===== src/rtl/tam_pkg.sv =====
// package for the thermal alarm monitor: register map, field layout, reset values
package tam_pkg;
    // ------------------------------------------------------------
    // register map
    // ------------------------------------------------------------
    localparam logic [7:0] TAM_IDX_STATUS    = 8'h02;
    localparam logic [7:0] TAM_IDX_ENABLE    = 8'h03;
    localparam logic       TAM_PORT_INDEX    = 1'b0;
    localparam logic       TAM_PORT_DATA     = 1'b1;

    // ------------------------------------------------------------
    // field positions and reset values
    // ------------------------------------------------------------
    localparam int         TAM_ST_CAUTION    = 0;
    localparam int         TAM_ST_DEADLY     = 1;
    localparam int         TAM_EN_IRQ        = 0;
    localparam int         TAM_EN_SMI        = 1;
    localparam int         TAM_EN_NOSHUT     = 2;
    localparam logic [2:0] TAM_ENABLE_RESET  = 3'h0;
    localparam logic [7:0] TAM_INDEX_RESET   = 8'h00;
    localparam logic [1:0] TAM_STATUS_RESET  = 2'h0;
    localparam logic [7:0] TAM_RDATA_RESET   = 8'h00;
    localparam int         TAM_SYNC_STAGES   = 2;

    // ------------------------------------------------------------
    // carrier types
    // ------------------------------------------------------------
    typedef struct packed {
        logic       caution;
        logic       deadly;
    } tam_sensor_s;

    typedef struct packed {
        logic       fan_on;
        logic       warn;
        logic       irq;
        logic       system_mgmt_irq_n;
        logic       clk_gen_disable;
    } tam_alarm_s;

    // alarm levels in reset: all quiet, active-low interrupt line high
    localparam tam_alarm_s TAM_ALARM_RESET = '{fan_on: 1'b0, warn: 1'b0, irq: 1'b0,
                                                system_mgmt_irq_n: 1'b1, clk_gen_disable: 1'b0};
endpackage


===== src/rtl/tam_top.sv =====
// thermal alarm monitor: sensor latching, alarm routing and indexed register port
`timescale 1ns/10ps
module tam_top
    import tam_pkg::*;
(
    input  wire logic       clk,
    input  wire logic       reset_n,
    input  wire logic       io_sel,
    input  wire logic       io_addr,
    input  wire logic       io_wr,
    input  wire logic       io_rd,
    input  wire logic [7:0] io_wdata,
    output logic      [7:0] io_rdata,
    input  wire logic       cpu_overtemp,
    input  wire logic       deadly_switch,
    output tam_alarm_s      alarm
);
    // ------------------------------------------------------------
    // timing
    // ------------------------------------------------------------
    // pin to alarm or status: two sync edges, then one output flop
    // a read answers on the next edge and the byte stands until the next read
    // accesses may follow one another on every cycle
    // reset is synchronous; one edge with it low clears the synchronisers along with every other flop
    // limitation: a sensor pulse shorter than one clock may be missed

    // ------------------------------------------------------------
    // sensor synchronisers
    // ------------------------------------------------------------
    logic        caution_sync;
    logic        deadly_sync;
    tam_sensor_s sens;

    // socket sensor pin is asynchronous to clk
    // the first stage is read only by the second, inside tam_sync
    tam_sync u_sync_caution (
        .clk      (clk),
        .reset_n  (reset_n),
        .async_in (cpu_overtemp),
        .sync_out (caution_sync)
    );

    // the fixed switch is asynchronous as well
    tam_sync u_sync_deadly (
        .clk      (clk),
        .reset_n  (reset_n),
        .async_in (deadly_switch),
        .sync_out (deadly_sync)
    );

    // clean levels travel together from here on
    assign sens = '{caution: caution_sync, deadly: deadly_sync};

    // ------------------------------------------------------------
    // register state
    // ------------------------------------------------------------
    // next values are named signals feeding short flop processes
    logic [7:0] index_q;
    logic [7:0] index_d;
    logic [2:0] enable_q;
    logic [2:0] enable_d;
    logic [1:0] status_q;
    logic [1:0] status_d;
    logic [7:0] rdata_q;
    logic [7:0] rdata_d;
    tam_alarm_s alarm_q;
    tam_alarm_s alarm_d;

    // ------------------------------------------------------------
    // port decode
    // ------------------------------------------------------------
    // strobes count only with select; both strobes in one cycle do both
    wire logic       wr_cycle  = io_sel && io_wr;
    wire logic       rd_cycle  = io_sel && io_rd;

    // port select
    wire logic       at_index  = (io_addr == TAM_PORT_INDEX);
    wire logic       at_data   = (io_addr == TAM_PORT_DATA);
    wire logic       idx_wr    = wr_cycle && at_index;
    wire logic       idx_rd    = rd_cycle && at_index;
    wire logic       dat_wr    = wr_cycle && at_data;
    wire logic       dat_rd    = rd_cycle && at_data;

    // ------------------------------------------------------------
    // index decode
    // ------------------------------------------------------------
    // data accesses follow the latched index, not the bus
    wire logic       hit_stat  = (index_q == TAM_IDX_STATUS);
    wire logic       hit_en    = (index_q == TAM_IDX_ENABLE);
    wire logic       hit_none  = !hit_stat && !hit_en;
    wire logic       stat_rd   = dat_rd && hit_stat;
    wire logic       en_rd     = dat_rd && hit_en;
    wire logic       en_wr     = dat_wr && hit_en;
    wire logic       none_rd   = dat_rd && hit_none;

    // ------------------------------------------------------------
    // index register
    // ------------------------------------------------------------
    // any byte is taken; an unmapped index simply selects nothing
    assign index_d = idx_wr ? io_wdata : index_q;

    // index flop
    always_ff @(posedge clk) begin
        if (!reset_n) begin
            index_q <= TAM_INDEX_RESET;
        end else begin
            index_q <= index_d;
        end
    end

    // ------------------------------------------------------------
    // alert enable register
    // ------------------------------------------------------------
    // bit 0 routes caution to the interrupt request
    // bit 1 routes caution to the management interrupt
    // bit 2 set keeps a deadly condition from stopping the clock
    // only the three defined bits are stored; the rest are dropped
    assign enable_d = en_wr ? io_wdata[2:0] : enable_q;

    // reset leaves shutdown armed and both interrupts quiet
    always_ff @(posedge clk) begin
        if (!reset_n) begin
            enable_q <= TAM_ENABLE_RESET;
        end else begin
            enable_q <= enable_d;
        end
    end

    // ------------------------------------------------------------
    // status register
    // ------------------------------------------------------------
    // bit 0 caution, bit 1 deadly; bits above read zero
    wire logic [1:0] status_set;
    wire logic [1:0] status_keep;

    // live sensor levels
    assign status_set[TAM_ST_CAUTION] = sens.caution;
    assign status_set[TAM_ST_DEADLY]  = sens.deadly;

    // a read of the status word empties it
    assign status_keep = stat_rd ? 2'h0 : status_q;
    // set wins over clear, so an event in the read cycle is never lost
    assign status_d    = status_keep | status_set;

    // status flop
    always_ff @(posedge clk) begin
        if (!reset_n) begin
            status_q <= TAM_STATUS_RESET;
        end else begin
            status_q <= status_d;
        end
    end

    // ------------------------------------------------------------
    // read path
    // ------------------------------------------------------------
    // reserved bits are padded with zero
    wire logic [7:0] stat_word = {6'h00, status_q};
    wire logic [7:0] en_word   = {5'h00, enable_q};

    // index reads return the latched index
    // unmapped data reads give zero; otherwise the byte stands
    assign rdata_d = idx_rd  ? index_q   :
                     stat_rd ? stat_word :
                     en_rd   ? en_word   :
                     none_rd ? 8'h00     :
                     rdata_q;

    // read data flop
    always_ff @(posedge clk) begin
        if (!reset_n) begin
            rdata_q <= TAM_RDATA_RESET;
        end else begin
            rdata_q <= rdata_d;
        end
    end

    // ------------------------------------------------------------
    // alarm routing
    // ------------------------------------------------------------
    // sensor level already carries the hysteresis
    wire logic       caution_irq = sens.caution && enable_q[TAM_EN_IRQ];
    wire logic       caution_smi = sens.caution && enable_q[TAM_EN_SMI];
    // software owns the risk of disabling the clock stop
    wire logic       deadly_stop = sens.deadly && !enable_q[TAM_EN_NOSHUT];

    // caution drives the user warning and the fan together
    assign alarm_d.warn              = sens.caution;
    assign alarm_d.fan_on            = sens.caution;
    // enabled routes
    assign alarm_d.irq               = caution_irq;
    assign alarm_d.system_mgmt_irq_n = !caution_smi;
    assign alarm_d.clk_gen_disable   = deadly_stop;

    // alarm flop
    always_ff @(posedge clk) begin
        if (!reset_n) begin
            alarm_q <= TAM_ALARM_RESET;
        end else begin
            alarm_q <= alarm_d;
        end
    end

    // ------------------------------------------------------------
    // outputs
    // ------------------------------------------------------------
    // pins come straight from flops, so no decode glitch reaches them
    assign io_rdata = rdata_q;
    assign alarm    = alarm_q;
endmodule


===== src/rtl/tam_sync.sv =====
// two-stage synchroniser for one level input
`timescale 1ns/10ps
module tam_sync
    import tam_pkg::*;
#(
    parameter int STAGES = TAM_SYNC_STAGES
) (
    input  wire logic clk,
    input  wire logic reset_n,
    input  wire logic async_in,
    output logic      sync_out
);
    logic [STAGES-1:0] chain_q;

    // ------------------------------------------------------------
    // elaboration check
    // ------------------------------------------------------------
    if (STAGES < 2) begin : g_bad
        $error("tam_sync needs at least two stages");
    end

    // first stage is read only by the second
    always_ff @(posedge clk) begin
        if (!reset_n) begin
            chain_q <= '0;
        end else begin
            chain_q <= {chain_q[STAGES-2:0], async_in};
        end
    end

    assign sync_out = chain_q[STAGES-1];
endmodule


===== config.mk =====
export PLATFORM = sky130hd
export DESIGN_NAME = tam_top
export DESIGN_NICKNAME = d
export VERILOG_FILES = /design/src/rtl/tam_pkg.sv /design/src/rtl/tam_top.sv /design/src/rtl/tam_sync.sv
export SDC_FILE = /design/constraint.sdc
export NUM_CORES = 1
export LEC_CHECK = 0
export ABC_AREA = 1
export BUFFER_PORTS_ARGS = -buffer_cell sky130_fd_sc_hd__buf_2
export CELL_PAD_IN_SITES_DETAIL_PLACEMENT = 2
export CELL_PAD_IN_SITES_GLOBAL_PLACEMENT = 2
export CORE_MARGIN = 2
export CORE_UTILIZATION = 28
export DETAILED_ROUTE_END_ITERATION = 6
export PLACE_DENSITY = 0.86
export SETUP_SLACK_MARGIN = 0.5
export SLEW_MARGIN = 15
export SYNTH_ARGS = -nofsm -noshare
export SYNTH_HDL_FRONTEND = slang
export SYNTH_SLANG_ARGS = --single-unit
export TNS_END_PERCENT = 20

===== constraint.sdc =====
create_clock -name clk -period 1.6 [get_ports clk]
set_clock_uncertainty 0.2 [all_clocks]
set_input_delay 0.48 -clock clk [delete_from_list [all_inputs] [get_ports clk]]
set_output_delay 0.48 -clock clk [all_outputs]
set_load 0.02 [all_outputs]

==> impl_metrics.prom <==
# TYPE chip_impl_metric gauge
chip_impl_metric{name="yosys.area_share.adder",unit="%"} 0
chip_impl_metric{name="finalWorstPathRequiredPeriod",unit="ns"} 1.492
chip_impl_metric{name="synth_sequential_area_ratio",unit="%"} 51.96
chip_impl_metric{name="detail_route.vias_per_cell",unit=""} 4.679
chip_impl_metric{name="chipHeight",unit="µm"} 67.17
chip_impl_metric{name="cts_made_buffers",unit=""} 5
chip_impl_info{name="status",value="finished clean"} 1
chip_impl_metric{name="synth-simple-area-share",unit="%"} 28.44
chip_impl_metric{name="clkPwrFrac",unit="%"} 42.5
chip_impl_metric{name="synth.distinct_cells",unit=""} 17
chip_impl_metric{name="antenna_cells",unit=""} 0
chip_impl_metric{name="p_sw",unit="µW"} 392.4
chip_impl_metric{name="first_global_vias",unit=""} 1246
chip_impl_metric{name="worst_case_headroom_to_the_max_slew_limit",unit="%"} 70.24
chip_impl_info{name="setup_repair_after_global_routing_missed_its_margin",value="yes"} 1
chip_impl_metric{name="power_density",unit="nW/µm²"} 945.3
chip_impl_metric{name="grt_remaining_overflow",unit=""} 0
chip_impl_metric{name="layout-drive-gt1-share",unit="%"} 48.44
chip_impl_metric{name="finalPower",unit="mW"} 1.580
chip_impl_info{name="tritoncts_clock_tree",value="yes"} 1
chip_impl_metric{name="cts.htree.levels",unit=""} 2
chip_impl_metric{name="switching_share",unit="%"} 24.83
chip_impl_metric{name="design.final.nets",unit=""} 207
chip_impl_metric{name="fin_crit_sh",unit="%"} 93.25
chip_impl_metric{name="drv_slew",unit=""} 0
chip_impl_info{name="synth_top_family_by_area",value="simple AND/OR/NAND/NOR gates"} 1
chip_impl_metric{name="rows",unit=""} 22
chip_impl_metric{name="synth_area",unit="µm²"} 1117
chip_impl_metric{name="clock_sink_count",unit=""} 29
chip_impl_info{name="min_path_type",value="primary input to flop"} 1
chip_impl_metric{name="clkTransAtPathRegs",unit="ns"} 0.06
chip_impl_metric{name="port_buffers",unit=""} 28
chip_impl_metric{name="synth_seq_cells",unit=""} 29
chip_impl_metric{name="routabilityCongestion",unit=""} 0.7430
chip_impl_info{name="clock-root-buffer",value="clkbuf_8"} 1
chip_impl_metric{name="critical_path.max_fanout",unit=""} 6
chip_impl_metric{name="synth_xor_area_share",unit="%"} 0
chip_impl_metric{name="syn_area_per_cell",unit="µm²"} 7.549
chip_impl_metric{name="worst-endpoint-arrival",unit="ns"} 1.50
chip_impl_metric{name="report.final.hold_viol_count",unit=""} 0
chip_impl_metric{name="first_iter_violations",unit=""} 19
chip_impl_metric{name="clk-insertion-delay-late",unit="ns"} 0.28
chip_impl_metric{name="power.combinational.fraction",unit="%"} 9.3
chip_impl_metric{name="post-synth-top-area-fraction",unit="%"} 51.96
chip_impl_metric{name="grt_antenna_before_repair",unit=""} 0
chip_impl_metric{name="seqPwrFrac",unit="%"} 48.2
chip_impl_metric{name="ant_nets",unit=""} 0
chip_impl_metric{name="floorplan.core_area",unit="µm²"} 3744
chip_impl_metric{name="die_width",unit="µm"} 67.17
chip_impl_metric{name="drc_errors",unit=""} 0
chip_impl_info{name="critPathKind",value="flop to flop"} 1
chip_impl_info{name="yosys-top-cells-area",value="dfxtp_1 (52%), nand2_1 (12%), nor2_1 (6.0%)"} 1
chip_impl_metric{name="reported_leakage_power",unit="nW"} 0.7705
chip_impl_metric{name="final_core_utilization",unit="%"} 44.65
chip_impl_metric{name="fin_setup_tns",unit="ns"} 0
chip_impl_metric{name="drt-wirelength-per-cell",unit="µm"} 16.68
chip_impl_metric{name="post_dp_hpwl",unit="µm"} 2580
chip_impl_metric{name="synth-compound-area-share",unit="%"} 11.42
chip_impl_metric{name="yosys_warnings",unit=""} 0
chip_impl_metric{name="final_area",unit="µm²"} 1672
chip_impl_metric{name="synth.area.mux_share",unit="%"} 0
chip_impl_metric{name="floorplan.die_area",unit="µm²"} 4512
chip_impl_metric{name="max_slew.worst_pin.slew",unit="ns"} 0.4459
chip_impl_metric{name="fmax",unit="MHz"} 670.2
chip_impl_metric{name="internal_power",unit="mW"} 1.188
chip_impl_metric{name="holdWs",unit="ns"} 0.1849
chip_impl_metric{name="placed_cell_area",unit="µm²"} 1355
chip_impl_metric{name="detail_route.first_pass.iterations",unit=""} 3
chip_impl_metric{name="drv.max_cap_violation_count",unit=""} 0
chip_impl_info{name="critical_path.startpoint_type",value="flop"} 1
chip_impl_metric{name="grt.total_usage",unit="%"} 18.15
chip_impl_metric{name="overall_via_count_from_detail_route",unit=""} 1123
chip_impl_metric{name="critPathRequiredTime",unit="ns"} 1.61
chip_impl_metric{name="cts-root-to-sink-buffers",unit=""} 2
chip_impl_info{name="critPathCaptureType",value="flop"} 1
chip_impl_metric{name="post_synth_net_total",unit=""} 164
chip_impl_metric{name="area_delta_synth_final",unit="%"} 49.61
chip_impl_info{name="yosys.area.top_type",value="dfxtp_1"} 1
chip_impl_metric{name="syn_inst",unit=""} 148
chip_impl_metric{name="maximum_number_of_pins_on_one_net_before_global_route_repair",unit=""} 12
chip_impl_metric{name="postRouteWirelength",unit="µm"} 4003
chip_impl_metric{name="setup_viol",unit=""} 0
chip_impl_metric{name="power.ir.vdd_worst",unit="V"} 0.0005650
chip_impl_metric{name="io-pin-count",unit=""} 29
chip_impl_metric{name="grt_pass1_wl",unit="µm"} 5885
chip_impl_metric{name="initial_utilization",unit="%"} 29.85
## registers in the layout (all words and copies together), names as in the netlist
signal	flops
index_q	8
alarm	4
enable_q	3
io_rdata	8
u_sync_deadly.chain_q	2
status_q	2
u_sync_caution.chain_q	2
## per-stage QoR
stage / setup slack [ns] / cells
floorplan: 0.3626 / 148
global placement: 0.05446 / 223
detailed placement: -0.01902 / 223
CTS: 0.1769 / 236
global route: 0.01778 / 240
finish: 0.1079 / 240
## layout by cell type, fill, tap and decap left out, types with 2 or more instances in the layout
| master | count |
|---|---|
| clkbuf_8 | 7 |
| nor2_1 | 15 |
| a21oi_1 | 11 |
| o21ai_0 | 8 |
| nand3_2 | 3 |
| o21ai_1 | 2 |
| buf_6 | 13 |
| dfxtp_2 | 15 |
| dfxtp_4 | 2 |
| dfxtp_1 | 12 |
| inv_2 | 6 |
| nor2_2 | 4 |
| buf_2 | 16 |
| nand2_1 | 32 |
| nand2_2 | 5 |
| inv_1 | 14 |
| nand3_1 | 4 |
| a21oi_2 | 3 |
| nand2_8 | 2 |
| nor2_4 | 5 |
| buf_4 | 10 |
## worst max-delay path, stage by stage, from the launching register on
cell     delay, ns
dfxtp_1       0.36
nand2_1       0.07
inv_1         0.08
nand2_2       0.07
nor2_4        0.24
nand3_2       0.11
nand2_1       0.09
nand2_1       0.07
a21oi_2       0.13
## worst paths after layout
| check | start | to | slack [ns] | depth (start not counted) |
|---|---|---|---|---|
| max | index_q[1] | io_rdata[0] | 0.11 | 8 |
| min | cpu_overtemp | u_sync_caution.chain_q[0] | 0.18 | 3 |
| max reg2reg | index_q[1] | io_rdata[0] | 0.11 | 8 |
| min reg2reg | u_sync_caution.chain_q[0] | u_sync_caution.chain_q[1] | 0.24 | 2 |
## cell usage after synthesis
cell,number
inv_1,17
nor3_1,1
a21oi_1,12
inv_2,3
clkbuf_1,1
dfxtp_1,29
o21ai_0,9
buf_2,1
a21oi_2,2
nor2_4,3
o21ai_1,1
nand2_2,3
nor2_1,18
nor2_2,3
nand2_1,37
nand3_1,7
buf_4,1
## final cells by class
type                       count  area (µm²)
inverter                      20       75.07
timing repair buffer          39       301.5
tap                           48       60.06
multi-input combinational     96       526.8
fill                         438        2072
clock inverter                 1       5.005
sequential                    29       606.8
clock buffer                   7       96.34
## power groups by stage
stage | clock network, mW | registers, mW | logic [mW]
after floorplan | 0 | 0.774 | 0.0698
after global placement | 0 | 0.773 | 0.118
after detailed placement | 0 | 0.775 | 0.127
after CTS | 0.677 | 0.760 | 0.134
after global routing | 0.716 | 0.763 | 0.163
final | 0.672 | 0.761 | 0.147
## timing repair
action / 4_1_cts / 5_1_grt
buffers inserted: 5 / 4
hold buffers: 0 / 0
pin swaps: 0 / 10
resized for setup: 31 / 25
endpoints found under the setup margin: 35 / 35
## cell families (layout without fill, tap and decap cells)
family,Yosys count,count (layout)
AOI/OAI and AO/OA,24,24
buffers and inverters,23,67
DFF,29,29
and+or+nand+nor,72,72
## per-layer routing
metal	up-vias	share of wire, %	global-route usage (%)
li1	540	-	-
met1	555	44	21.08
met2	21	52	32.05
met3	7	2.4	3.500
met4	0	2.2	8.418
met5	-	0	0
(Power assumes the default switching activity.)
